## config.mk

```make
export PLATFORM = sky130hd
export DESIGN_NAME = ccl_comparator_ctrl
export DESIGN_NICKNAME = d
export VERILOG_FILES = /design/src/ccl_comparator_ctrl.v
export VERILOG_INCLUDE_DIRS = /design/src
export SDC_FILE = /design/constraint.sdc
export NUM_CORES = 1
export LEC_CHECK = 0
export ABC_CLOCK_PERIOD_IN_PS = 1400
export BUFFER_PORTS_ARGS = -buffer_cell sky130_fd_sc_hd__buf_2
export CAP_MARGIN = 5
export CELL_PAD_IN_SITES_DETAIL_PLACEMENT = 1
export CELL_PAD_IN_SITES_GLOBAL_PLACEMENT = 1
export CORE_ASPECT_RATIO = 1.1
export CORE_MARGIN = 2
export CORE_UTILIZATION = 34
export CTS_CLUSTER_SIZE = 30
export DETAILED_ROUTE_END_ITERATION = 10
export MAX_ROUTING_LAYER = met4
export PLACE_DENSITY = 0.79
export REMOVE_ABC_BUFFERS = 1
export SKIP_LAST_GASP = 1
export SYNTH_ARGS = -nofsm -noshare
export SYNTH_HDL_FRONTEND = slang
export SYNTH_SLANG_ARGS = --single-unit
```

## constraint.sdc

```tcl
create_clock -name pclk -period 1.4 [get_ports pclk]
set_input_delay 0.21 -clock pclk [delete_from_list [all_inputs] [get_ports pclk]]
set_output_delay 0.21 -clock pclk [all_outputs]
set_load 0.05 [all_outputs]
```

## src/ccl_defs.vh

```
// Purpose: constants for the comparator control logic
// Assumes: apb byte addresses, one aligned word per register
// Notes: offsets have no printed value and are set here
//
// How it works
// RULE1 - enable bit powers comparator, clear disables
// RULE2 - result is plus above minus, invertible
// RULE3 - pin drive gated by direction, not enable
// RULE4 - speed bit selects fast mode, resets one
// RULE5 - hysteresis bit drives core hysteresis enable
// RULE6 - sync bit updates on timer falling edge
// RULE7 - sync clear passes result straight through
// RULE8 - rising enable lets rising edge set flag
// RULE9 - falling enable lets falling edge set flag
// RULE10 - plus select: pin, dac, fixed, ground
// RULE11 - minus select two bits, one on small
// RULE12 - mirror register holds both results
// RULE13 - unimplemented bits read as zero; minus select bit 1 still reads back on small
// RULE14 - all bits reset zero except speed bit
// RULE15 - raw result registered every clock cycle
// RULE16 - sync latch uses prescaled timer clock
// RULE17 - flag set wins over software clear
// RULE18 - polarity or enable change may set flag
// RULE19 - each comparator has own registers, logic
`ifndef CCL_DEFS_VH
`define CCL_DEFS_VH
// register byte offsets
`define CCL_OFF_C1_MAIN 12'h000
`define CCL_OFF_C1_INPUTS 12'h004
`define CCL_OFF_C2_MAIN 12'h008
`define CCL_OFF_C2_INPUTS 12'h00c
`define CCL_OFF_MIRROR 12'h010
`define CCL_OFF_FLAGS 12'h014
`define CCL_OFF_MASK 12'h018
// main control field positions
`define CCL_ON_BIT 7
`define CCL_RESULT_BIT 6
`define CCL_PIN_EN_BIT 5
`define CCL_INVERT_BIT 4
`define CCL_FAST_BIT 2
`define CCL_HYS_BIT 1
`define CCL_SYNC_BIT 0
// inputs control field positions
`define CCL_RISE_BIT 7
`define CCL_FALL_BIT 6
// writable masks and reset values
`define CCL_MAIN_WMASK 8'hb7
`define CCL_INPUTS_WMASK 8'hf3
`define CCL_MAIN_RESET 8'h04
`define CCL_INPUTS_RESET 8'h00
`endif

```

## src/ccl_comparator_ctrl.v

```verilog
// Purpose: apb register file and output logic for two comparators
// Assumes: inputs synchronous to pclk; timer clock sampled on pclk
// Notes: event flags are sticky, cleared by a read of the flag register
//
// Implementation choices: register access over APB and the address map.
`timescale 1ns/10ps
`include "ccl_defs.vh"

module ccl_comparator_ctrl #(
	parameter TWO_CMP = 1 // 1 builds the larger, two-comparator variant
) (
	input wire pclk,
	input wire presetn,
	input wire psel,
	input wire penable,
	input wire pwrite,
	input wire [11:0] paddr,
	input wire [31:0] pwdata,
	output wire [31:0] prdata,
	output wire pready,
	output wire pslverr,
	input wire [1:0] raw_compare,
	input wire timer_prescaled_clk,
	input wire [1:0] pin_direction_bit,
	output reg [1:0] cmp_on,
	output reg [1:0] cmp_fast_mode,
	output reg [1:0] cmp_hysteresis_on,
	output reg [3:0] plus_input_sel,
	output reg [3:0] minus_input_sel,
	output reg [1:0] timer_result,
	output reg [1:0] pin_out,
	output reg [1:0] pin_oe,
	output reg [1:0] cmp_event_flag,
	output wire irq
);

	// per comparator control registers
	reg [7:0] main_reg [0:1];
	reg [7:0] inputs_reg [0:1];
	reg [1:0] raw_q; // sampled raw compare
	reg [1:0] cmp_result; // polarity-corrected result bit
	reg [1:0] result_prev; // for edge detection
	reg [1:0] sync_hold; // latched on timer falling edge
	reg timer_clk_q; // previous timer clock sample
	reg [1:0] irq_mask;
	reg [31:0] rdata_q;
	reg [1:0] next_flag;
	integer i; // loop index, register process only
	integer j; // loop index, result and flag process only
	integer k; // loop index, output process only

	// apb decode: zero wait states
	wire wr_en = psel & penable & pwrite;
	wire rd_en = psel & penable & ~pwrite;
	assign pready = 1'b1;
	assign pslverr = 1'b0;
	assign prdata = rdata_q;

	// true when the address equals the given register offset
	function hit;
		input [11:0] addr;
		input [11:0] off;
		begin
			hit = (addr == off);
		end
	endfunction

	// timer clock falling edge seen on pclk
	wire timer_fall = timer_clk_q & ~timer_prescaled_clk;

	// read data mux; absent registers and bits read zero
	reg [31:0] rmux;
	always @* begin
		rmux = 32'h00000000;
		// RULE2 live result shows in the read-only bit
		if (hit(paddr, `CCL_OFF_C1_MAIN))
			rmux[7:0] = {main_reg[0][7], cmp_result[0], main_reg[0][5:0]};
		else if (hit(paddr, `CCL_OFF_C1_INPUTS))
			rmux[7:0] = inputs_reg[0];
		else if (hit(paddr, `CCL_OFF_C2_MAIN) && TWO_CMP != 0)
			rmux[7:0] = {main_reg[1][7], cmp_result[1], main_reg[1][5:0]};
		else if (hit(paddr, `CCL_OFF_C2_INPUTS) && TWO_CMP != 0)
			rmux[7:0] = inputs_reg[1];
		// RULE12 mirror of results
		else if (hit(paddr, `CCL_OFF_MIRROR))
			rmux[1:0] = cmp_result;
		else if (hit(paddr, `CCL_OFF_FLAGS))
			rmux[1:0] = cmp_event_flag;
		else if (hit(paddr, `CCL_OFF_MASK))
			rmux[1:0] = irq_mask;
	end

	// registers, result path and flags
	always @(posedge pclk or negedge presetn) begin
		if (!presetn) begin
			// RULE14 reset values
			main_reg[0] <= `CCL_MAIN_RESET;
			main_reg[1] <= `CCL_MAIN_RESET;
			inputs_reg[0] <= `CCL_INPUTS_RESET;
			inputs_reg[1] <= `CCL_INPUTS_RESET;
			raw_q <= 2'h0;
			result_prev <= 2'h0;
			sync_hold <= 2'h0;
			timer_clk_q <= 1'b0;
			irq_mask <= 2'h0;
			rdata_q <= 32'h00000000;
			cmp_event_flag <= 2'h0;
		end else begin
			timer_clk_q <= timer_prescaled_clk;
			// RULE15 register raw result each cycle
			raw_q <= raw_compare;
			if (rd_en)
				rdata_q <= rmux;
			for (i = 0; i < 2; i = i + 1) begin
				// RULE19 independent copy per comparator
				if (i == 0 || TWO_CMP != 0) begin
					// RULE13 writes mask main bits 6 and 3, inputs bits 3:2, in both variants
					if (wr_en && paddr == ((i == 0) ? `CCL_OFF_C1_MAIN : `CCL_OFF_C2_MAIN))
						main_reg[i] <= pwdata[7:0] & `CCL_MAIN_WMASK;
					if (wr_en && paddr == ((i == 0) ? `CCL_OFF_C1_INPUTS : `CCL_OFF_C2_INPUTS))
						inputs_reg[i] <= pwdata[7:0] & `CCL_INPUTS_WMASK;
				end
				// RULE16 latch on prescaled timer falling edge
				if (timer_fall)
					sync_hold[i] <= cmp_result[i];
			end
			result_prev <= cmp_result;
			if (wr_en && paddr == `CCL_OFF_MASK)
				irq_mask <= pwdata[1:0];
			cmp_event_flag <= next_flag;
		end
	end

	// result, edges and flag next state
	always @* begin
		for (j = 0; j < 2; j = j + 1) begin
			// RULE2 polarity; RULE18 disabled reads low before inversion
			cmp_result[j] = (raw_q[j] & main_reg[j][`CCL_ON_BIT])
				^ main_reg[j][`CCL_INVERT_BIT];
			if (j == 1 && TWO_CMP == 0)
				cmp_result[j] = 1'b0;
		end
		next_flag = cmp_event_flag;
		// RULE17 read clears, edge sets win
		if (rd_en && paddr == `CCL_OFF_FLAGS)
			next_flag = 2'h0;
		for (j = 0; j < 2; j = j + 1) begin
			// RULE8 rising edge
			if (inputs_reg[j][`CCL_RISE_BIT] & cmp_result[j] & ~result_prev[j])
				next_flag[j] = 1'b1;
			// RULE9 falling edge
			if (inputs_reg[j][`CCL_FALL_BIT] & ~cmp_result[j] & result_prev[j])
				next_flag[j] = 1'b1;
		end
	end

	// analog core controls and delivered outputs
	always @* begin
		for (k = 0; k < 2; k = k + 1) begin
			// RULE1 power enable
			cmp_on[k] = main_reg[k][`CCL_ON_BIT];
			// RULE4 speed select
			cmp_fast_mode[k] = main_reg[k][`CCL_FAST_BIT];
			// RULE5 hysteresis
			cmp_hysteresis_on[k] = main_reg[k][`CCL_HYS_BIT];
			// RULE10 plus mux code
			plus_input_sel[2*k +: 2] = inputs_reg[k][5:4];
			// RULE11 minus mux, one bit on small variant
			minus_input_sel[2*k +: 2] = (TWO_CMP != 0) ? inputs_reg[k][1:0]
				: {1'b0, inputs_reg[k][0]};
			// RULE6 synchronised path; RULE7 direct path
			timer_result[k] = main_reg[k][`CCL_SYNC_BIT] ? sync_hold[k] : cmp_result[k];
			// RULE3 pin drive, independent of enable
			pin_out[k] = timer_result[k];
			pin_oe[k] = main_reg[k][`CCL_PIN_EN_BIT] & ~pin_direction_bit[k];
		end
	end

	// level interrupt from unmasked sticky flags
	assign irq = |(cmp_event_flag & irq_mask);

endmodule

```

# After elaboration in Yosys (flattened, before gate mapping)
# Index checks and enable logic that the tools add are counted.
totals:
  reg_bits: 43
  in_bits: 54
  output_inout_bits: 57
  elab_cells: 70
classes:
  n_eq_ne: 6
  mux: 15
  n_bitwise: 27
  reduce_logical: 10
ops:
  columns: ["op", "n"]
  rows:
  - ["$eq 12x5->1 const B", 3]
  - ["$eq 12x4->1 const B", 2]
  - ["$mux 8", 3]
  - ["$and 1x1->1", 16]
  - ["$eq 12x3->1 const B", 1]
  - ["$logic_not 12->1", 1]
  - ["$mux 2", 5]
  - ["$not 1->1", 8]
  - ["$logic_and 1x1->1", 6]
  - ["$mux 1", 6]
  - ["$mux 6", 1]
  - ["$reduce_bool 3->1", 2]
  - ["$and 2x2->2", 1]
  - ["$reduce_or 2->1", 1]
  - ["$xor 1x1->1", 2]

# Logic depth before layout (Yosys ltp)
# Gate-level depths: netlist of run 1.
logic_depth:
  depth_word: 8
  depth_mapped: 6
  depth_no_buf: 5

# Least setup slack after synthesis of run 1
# Ideal clock, no wire load.
synth_timing:
  path_type: "input-to-reg"
  startpoint: "in paddr[9]"
  endpoint: "reg main_reg, in the netlist cmp_hysteresis_on[0]"
  setup_ns: 0.125
  t_arrival_ns: 1.857
  path_slack_ns: -0.582
  path_stages: 5
  path_buffers: 0
  path_cell_list: "or4_1 > and4bb_1 > nand4_4 > nor3_4 > mux2_2"
synth_via:
  elab_chain_len: 2
synth_lines:
  columns: ["item", "line", "text"]
  rows:
  - ["start: declaration", "ccl_comparator_ctrl.v:17", "input wire [11:0] paddr,"]
  - ["$logic_not 12->1", "ccl_comparator_ctrl.v:118", "if (wr_en && paddr == ((i == 0) ? `CCL_OFF_C1_MAIN : `CCL_OFF_C2_MAIN))"]
  - ["$logic_and 1x1->1", "ccl_comparator_ctrl.v:118", null]
  - ["end signal: indexed assignment", "ccl_comparator_ctrl.v:119", "main_reg[i] <= pwdata[7:0] & `CCL_MAIN_WMASK;"]
  - ["end: declaration", "ccl_comparator_ctrl.v:38", "reg [7:0] main_reg [0:1];"]
# Every way passes these cells.
# A chain may end at the register's enable or synchronous reset.

# Worst setup path in the final report of run 1
layout_timing:
  startpoint: "in paddr[9]"
  endpoint: "reg main_reg[0] in the netlist's numbering"
layout_via:
  elab_chain_len: 2
layout_lines:
  columns: ["item", "line"]
  rows:
  - ["$eq 12x4->1", "ccl_comparator_ctrl.v:118"]
  - ["$logic_and 1x1->1", "ccl_comparator_ctrl.v:118"]
# Every way passes these cells.

==> out/metrics.cfg, run 1 <==
[outcome]
status = finished with violations
violations = setup timing

[logic_synthesis]
yosys.area.top_type = dfrtp_1
synth-xor-area-share_pct = 0.762
synth_compound_area_share_pct = 5.33
ys_ff_latch = 42
ys_seq_area_share_pct = 45.8
synth_top_family_by_area = multiplexers
synth_simple_gate_area_share_pct = 13.1
synthTopCellsByArea = dfrtp_1, mux2_2, buf_4
yosysWarnings = 0
ys_dominant_reg_cell = dfrtp_1
synth_fa_ha_area_share_pct = 0
synth_top_cell_area_share_pct = 43.5
synth_enable_flop_cells = 0
synthDistinctLibCells = 32
muxShareOfSynthArea_pct = 19.9
postSynthCellCount = 197
netlist_area_sq_mm = 0.00230
synthArstFlopShare_pct = 100
avgSynthCellArea_sq_um = 11.7

[critical_path]
cp.arrival_ps = 2020
r2r-start = main_reg[4]
timing_worst_setup_path_type = input pin to register
cp_slowest_cell = or4_4
critPathMaxStageDelay_ps = 520
endpoint_kind = register
required_ps = 1580
path_max_fanout = 3
start_kind = input pin
crit_chain = buf_6 > or4_4 > and4bb_2 > nand4_4 > buf_12 > nor2_4 > buf_4 > mux2_2
cp-startpoint = paddr[9]

[route]
wl_per_cell_um = 17.1
drc = 0
vias = 1733
final_antenna_net_count = 0
drt-total-wl_mm = 6.10
drt_first_iter_violations = 105
via_per_inst = 4.85
drtPass1Iterations = 4

[grt]
met2_usage_pct = 29.2
grt.overflow.total = 0
met1_usage_pct = 22.8
grt_antenna_before_repair = 0
grt_pass1_vias = 1830
grtUsageTotal_pct = 17.9
grt.busiest_layer = met2
grt_first_pass_wirelength_mm = 9.72
grtUsageMet3_pct = 2.91
grt_max_degree = 21

[floorplanning]
coreArea_sq_mm = 0.00656
initial_core_util_pct = 35.1
dieHeight_um = 90.2
io_pins = 111
die_w_um = 82.4
std_cell_rows = 31
dieArea_sq_mm = 0.00743

[cells_and_area]
nNetsFinal = 329
largest_reg_flops = 7
syn_to_final_growth_pct = 32.1
final_cell_mix = buf_2, dfrtp_1, conb_1, buf_4
final_area_sq_mm = 0.00304
final_util_pct = 46.3
n_antenna_cell = 0
drive_gt1_share_pct = 55.6
layoutNonFillerInstCount = 357
final_common_cell = buf_2
fillers = 713

[min_path]
min_from = raw_compare[1]
hold_path.class = input pin to register

[pwr]
pwr-share-seq_pct = 47.4
p_sw_share_pct = 27.4
power_density_mw_per_mm2 = 860
p_sw_uw = 715
p_total_mw = 2.61
p_clk_share_pct = 37.1
ir_drop_v = 0.000463
p_int_mw = 1.89
combPwrFrac_pct = 15.5
leakagePower_nw = 1.54

[placed_design]
portBuffers = 58
place_inst = 339
hpwl_mm = 4.48
dpl_cell_area_sq_mm = 0.00265
finalWeightedCongestion = 0.821

[timing]
finalSetupViolCount = 36
setup_ws_ps = -442
fmaxAchievable_mhz = 543
fin_skew_ps = 9.97
min_period_ps = 1840
rsz0062_at_grt = yes
slew_violations = 0
finalHoldViolCount = 0
final.period_utilization_pct = 132

[clock_network]
clock-sinks = 42
cts_inserted_buffers = 5
clk_path_buf_depth = 2
clk_latency_ps = 290
cts_root_buffer = clkbuf_8
path_clk_slew_ps = 80
cts_max_level = 2
cts_tree = yes

[job]
cap_violations = 0

[synth_stat cells (3+ instances only)]
library cell and n:
buf_4 43, dfrtp_1 40, mux2_2 30, mux2i_1 3, mux4_2 4, nand2_1 16, nand2b_1 3, nand3_1 9
nor2_1 5, nor2_4 3, nor2b_1 4, nor3_1 4
[metrics by stage]
stage	hold WS [ps]	worst slack, ps	TNS, ps
after detailed placement	190	-795	-22090
after floorplan	-85.6	-770	-20760
after global routing	21.9	-495	-13330
final	29.4	-442	-11240
after CTS	22.1	-428	-11290
after global placement	188	-789	-21620
[power groups by stage]
stage          combinational [mW]  clock [mW]  sequential, mW
4_1_cts                     0.400       0.992            1.24
3_5_place_dp                0.391           0            1.26
6_report                    0.404       0.969            1.24
5_1_grt                     0.435        1.04            1.24
3_3_place_gp                0.385           0            1.26
2_1_floorplan               0.208           0            1.29
[cell families (layout without fill, tap and decap cells)]
kind of cell | Yosys count | in the layout
flops | 42 | 42
mux | 37 | 37
buf+inv | 47 | 100
simple gates | 51 | 51
other cells | 2 | 27
compound gates | 16 | 16
xor+xnor | 2 | 2
[final cells by class]
class                   instances  area [sq um]  area share [%]
flip-flops and latches         42          1050            34.7
clock buffers                   6          82.6            2.72
clock inverters                 1          30.0           0.989
multi-input cells             133          1120            36.8
repair buffers                 93           648            21.4
well taps                      82           103            3.38
[repair_timing]
action / CTS / global route
resized for setup: 35 / 13
setup endpoints to repair: 35 / 36
setup buffers: 7 / 7
hold buffers: 1 / 0
pin swaps: 7 / 2
endpoints found under the hold margin: 15 / 0
[layer usage]
| metal | routed length, um | vias to the layer above |
|---|---|---|
| met5 | 0 | - |
| met4 | 97 | 0 |
| met3 | 351 | 10 |
| met2 | 3180 | 69 |
| met1 | 2470 | 872 |
| li1 | - | 782 |
[worst paths after layout]
kind,endpoint,slack [ps],cells after the start
worst max-delay path,main_reg[0],-440,8
worst max register to register,prdata[4],-60,5
max in group asynchronous,inputs_reg[6],420,3
worst min register to register,prdata[6],470,2
worst min-delay path,raw_q[1],30,1
min in group asynchronous,main_reg[0],400,2
[critical path, delay by kind of cell]
family | cells | cell delay, ps
buffers and inverters | 3 | 380
muxes | 1 | 310
and+or+nand+nor | 4 | 1120
Power figures use the tool's default switching activity.
==> run 2: changes to the inputs <==
BUFFER_PORTS_ARGS = -buffer_cell sky130_fd_sc_hd__clkbuf_2   (was -buffer_cell sky130_fd_sc_hd__buf_2)
CORE_UTILIZATION = 36   (was 34)
CTS_BUF_LIST = sky130_fd_sc_hd__clkbuf_4   (was unset)
GPL_TIMING_DRIVEN = 0   (was unset)
PLACE_DENSITY = 0.83   (was 0.79)
==> out/metrics.cfg, run 2 (synthesis results as in run 1) <==
[critical_path]
crit_chain = clkbuf_2 > or4_4 > and4bb_4 > nand4_4 > nor3_4 > buf_6 > mux2_4
critPathMaxStageDelay_ps = 530
path_max_fanout = 5
start_kind = input pin
cp.arrival_ps = 2060
timing_worst_setup_path_type = input pin to register
r2r_setup_slack_ps = -90
cp_num_buf_inv = 2
endpoint_kind = register
cp_top_family = simple AND/OR/NAND/NOR gates
cp_slowest_cell = or4_4
required_ps = 1650

[grt]
grt_first_pass_wirelength_mm = 9.80
grt_pass1_vias = 1811
grt_max_degree = 43
grtUsageTotal_pct = 19.6
grt_antenna_before_repair = 0
grt.overflow.total = 0

[clock_network]
cts_max_level = 2
cts_tree = yes
clk_latency_ps = 350
path_clk_slew_ps = 120
clock-sinks = 42
cts_root_buffer = clkbuf_4
clk_path_buf_depth = 2
cts_inserted_buffers = 5

[floorplanning]
dieArea_sq_mm = 0.00704
coreArea_sq_mm = 0.00616
std_cell_rows = 30
io_pins = 111
initial_core_util_pct = 37.3
dieHeight_um = 87.8
die_w_um = 80.2

[cells_and_area]
syn_to_final_growth_pct = 35.7
nNetsFinal = 326
final_cell_mix = clkbuf_2, dfrtp_1, conb_1
n_antenna_cell = 0
drive_gt1_share_pct = 56.8
final_util_pct = 50.7
layoutNonFillerInstCount = 353
final_common_cell = clkbuf_2
largest_reg_flops = 7

[timing]
finalSetupTns_ps = -11360
final.period_utilization_pct = 130
hold_slack_ps = 27.0
min_period_ps = 1820
fmaxAchievable_mhz = 551
fin_skew_ps = 7.39
finalHoldViolCount = 0
slew_violations = 0
relSlewSlack_pct = 28.9
worst_pin_slew_ps = 1070
finalSetupViolCount = 37
setup_ws_ps = -416
rsz0062_at_grt = yes

[pwr]
leakagePower_nw = 1.52
power_density_mw_per_mm2 = 716
p_sw_share_pct = 32.0
pwr-share-seq_pct = 55.5
p_clk_share_pct = 26.8
ir_drop_v = 0.000510
p_sw_uw = 714
combPwrFrac_pct = 17.7
p_int_mw = 1.52

[placed_design]
preCtsSetupSlack_ps = -1210
finalWeightedCongestion = 0.795
hpwl_mm = 3.92
portBuffers = 58
place_inst = 313

[route]
drc = 0
final_antenna_net_count = 0
wl_per_cell_um = 18.9
drtPass1Iterations = 5
drt-total-wl_mm = 6.66
via_per_inst = 4.90
vias = 1730
drt_first_iter_violations = 52

[outcome]
violations = setup timing
status = finished with violations

[min_path]
hold_path.class = input pin to asynchronous set/reset pin

[job]
cap_violations = 0

[run 2: cell count changes in the layout (fill, tap and decap cells not counted), moves of 6 or more]
cell / change
clkbuf_2: +46
buf_4: -12
buf_2: -51
clkbuf_8: -6
mux2_2: -11
buf_6: +11
clkbuf_4: +8
mux2_4: +11
[run 2: path summary, 6_finish.rpt]
kind,start,endpoint,cells past startpoint
max reg2reg,cmp_on[0],prdata[6],6
max,paddr[9],main_reg[13],7
min,presetn,result_prev[0],1
max in group asynchronous,presetn,main_reg[12],1
min in group pclk,pwdata[2],cmp_fast_mode[1],2
min reg2reg,prdata[6],prdata[6],2
[run 2: layer usage]
layer  part of all wire [%]  vias up  track usage [%]  routed length, um
li1                       -      775                -                  -
met1                     38      865             22.7               2500
met5                      0        -                -                  0
met4                    2.7        0             7.70                178
met2                     55       72             33.4               3630
met3                    5.2       18             3.92                347
[run 2: power by group through the flow]
stage / clock (mW) / combinational, mW / sequential, mW
after floorplan: 0 / 0.208 / 1.29
after global placement: 0 / 0.351 / 1.26
after detailed placement: 0 / 0.357 / 1.26
after CTS: 0.618 / 0.377 / 1.24
after global routing: 0.686 / 0.420 / 1.24
final: 0.599 / 0.395 / 1.24
[run 2: what timing repair did]
item | CTS | global route
setup endpoints to repair | 37 | 48
setup buffers | 24 | 11
resized for setup | 60 | 45
hold buffers | 3 | 0
endpoints found under the hold margin | 3 | 0
pin swaps | 10 | 19
[run 2: final cells by class]
cell class	count	area, sq um
multi-input combinational	133	1240
tap	80	100
fill	648	3040
sequential	42	1050
clock buffer	6	45.0
clock inverter	2	8.76
timing repair buffer	90	667
[run 2: metrics by stage]
stage / instance area, sq um / total power, mW
global route: 3120 / 2.35
detailed placement: 2440 / 1.62
finish: 3120 / 2.23
global placement: 2440 / 1.61
CTS: 2950 / 2.23
floorplan: 2050 / 1.50
==> run 3: changes to the inputs <==
CAP_MARGIN = unset   (was 5)
PLACE_DENSITY = unset   (was 0.83)
PLACE_DENSITY_LB_ADDON = 0.12   (was unset)
==> out/metrics.cfg, run 3 (synthesis results as in run 1) <==
[route]
wl_met2_mm = 2.91
met1_length_mm = 2.44
highest_layer = met4
drtPass1Iterations = 4
drc = 0
via_per_inst = 4.83
final_antenna_net_count = 0
wl_per_cell_um = 16.8
vias = 1661
route.met3.wl_um = 312
drt-total-wl_mm = 5.77
drt_first_iter_violations = 50

[job]
cap_violations = 0

[pwr]
leakagePower_nw = 1.48
power_density_mw_per_mm2 = 793
ir_drop_v = 0.000590

[timing]
rsz0062_at_grt = yes
relSlewSlack_pct = 28.3
slew_violations = 0
worst_pin_slew_ps = 1080
min_period_ps = 1750
finalHoldViolCount = 0
finalSetupViolCount = 34
hold_slack_ps = 15.1
final.period_utilization_pct = 125
fin_skew_ps = 27.4
setup_ws_ps = -350
fmaxAchievable_mhz = 572

[cells_and_area]
drive_gt1_share_pct = 51.9
nNetsFinal = 317
largest_reg_flops = 7
final_cell_mix = clkbuf_2, dfrtp_1, conb_1
n_antenna_cell = 0
syn_to_final_growth_pct = 31.0
final_common_cell = clkbuf_2
final_area_sq_mm = 0.00301

[critical_path]
start_kind = input pin
endpoint_kind = register
cp-startpoint = paddr[10]
path_max_fanout = 4
r2r-start = main_reg[4]
required_ps = 1640
cp.arrival_ps = 1990
timing_worst_setup_path_type = input pin to register
r2r_setup_slack_ps = -50

[placed_design]
hpwl_mm = 3.78
dpl_cell_area_sq_mm = 0.00244
portBuffers = 58
finalWeightedCongestion = 0.686

[grt]
grt_max_degree = 43
grt_pass1_vias = 1648
grt.overflow.total = 0
grtUsageTotal_pct = 17.5
grt_antenna_before_repair = 0
grt_first_pass_wirelength_mm = 8.89

[clock_network]
clk_latency_ps = 370
cts_tree = yes
path_clk_slew_ps = 140
clock-sinks = 42
clk_path_buf_depth = 2
cts_root_buffer = clkbuf_4
cts_inserted_buffers = 5
cts_max_level = 2

[floorplanning]
die_w_um = 80.2
dieArea_sq_mm = 0.00704
io_pins = 111
dieHeight_um = 87.8
std_cell_rows = 30
initial_core_util_pct = 37.3
coreArea_sq_mm = 0.00616

[outcome]
violations = setup timing
status = finished with violations

[min_path]
hold_path.class = input pin to asynchronous set/reset pin

## run 3: final timing paths
path | cells after the start | to
min in group pclk | 2 | cmp_fast_mode[1]
hold reg to reg | 2 | prdata[7]
hold / removal | 1 | minus_input_sel[2]
setup reg to reg | 5 | prdata[6]
max in group asynchronous | 1 | main_reg[12]
setup / recovery | 8 | inputs_reg[7]
## run 3: stage by stage
step | utilization (%) | setup slack (ps) | instances | power (mW) | TNS [ps]
2_1_floorplan | - | -770 | 175 | 1.50 | -20760
3_3_place_gp | 39.7 | -1240 | 313 | 1.61 | -32970
3_5_place_dp | 39.7 | -1230 | 313 | 1.62 | -32030
4_1_cts | 47.1 | -375 | 339 | 2.42 | -10310
5_1_grt | 48.9 | -360 | 344 | 2.50 | -10080
6_report | 48.9 | -350 | 344 | 2.39 | -9250
## run 3: where the power goes
group / leakage (nW) / switching [mW] / internal [mW] / total [mW]
registers: 0.555 / 0.00742 / 1.23 / 1.24
clock network: 0.0433 / 0.389 / 0.391 / 0.780
logic: 0.880 / 0.299 / 0.0732 / 0.372
## run 3: cell type report
class	count	area [sq um]
Tap cell	80	100
Sequential cell	42	1060
Timing Repair Buffer	81	627
Clock buffer	6	45.0
Fill cell	686	3140
Clock inverter	2	33.8
Multi-Input combinational cell	133	1150
## run 3: layer usage
metal | track usage, % | vias up
li1 | - | 753
met1 | 21.6 | 840
met2 | 28.9 | 61
met3 | 3.40 | 7
met4 | 5.70 | 0
met5 | - | -
## run 3: repair_timing
action                     4_1_cts  5_1_grt
pin swaps                       12        9
buffers inserted                15        9
hold buffers                     3        0
setup endpoints to repair       36       44
cloned                           0        0
resized for setup               41       39
hold endpoints to repair         3        0
## run 3: critical path, stage by stage
cell and delay (ps):
clkbuf_2 80, or4_4 520, and4bb_4 340, nand4_4 120, buf_12 170, nor2_4 120, buf_12 130, mux2_4 290
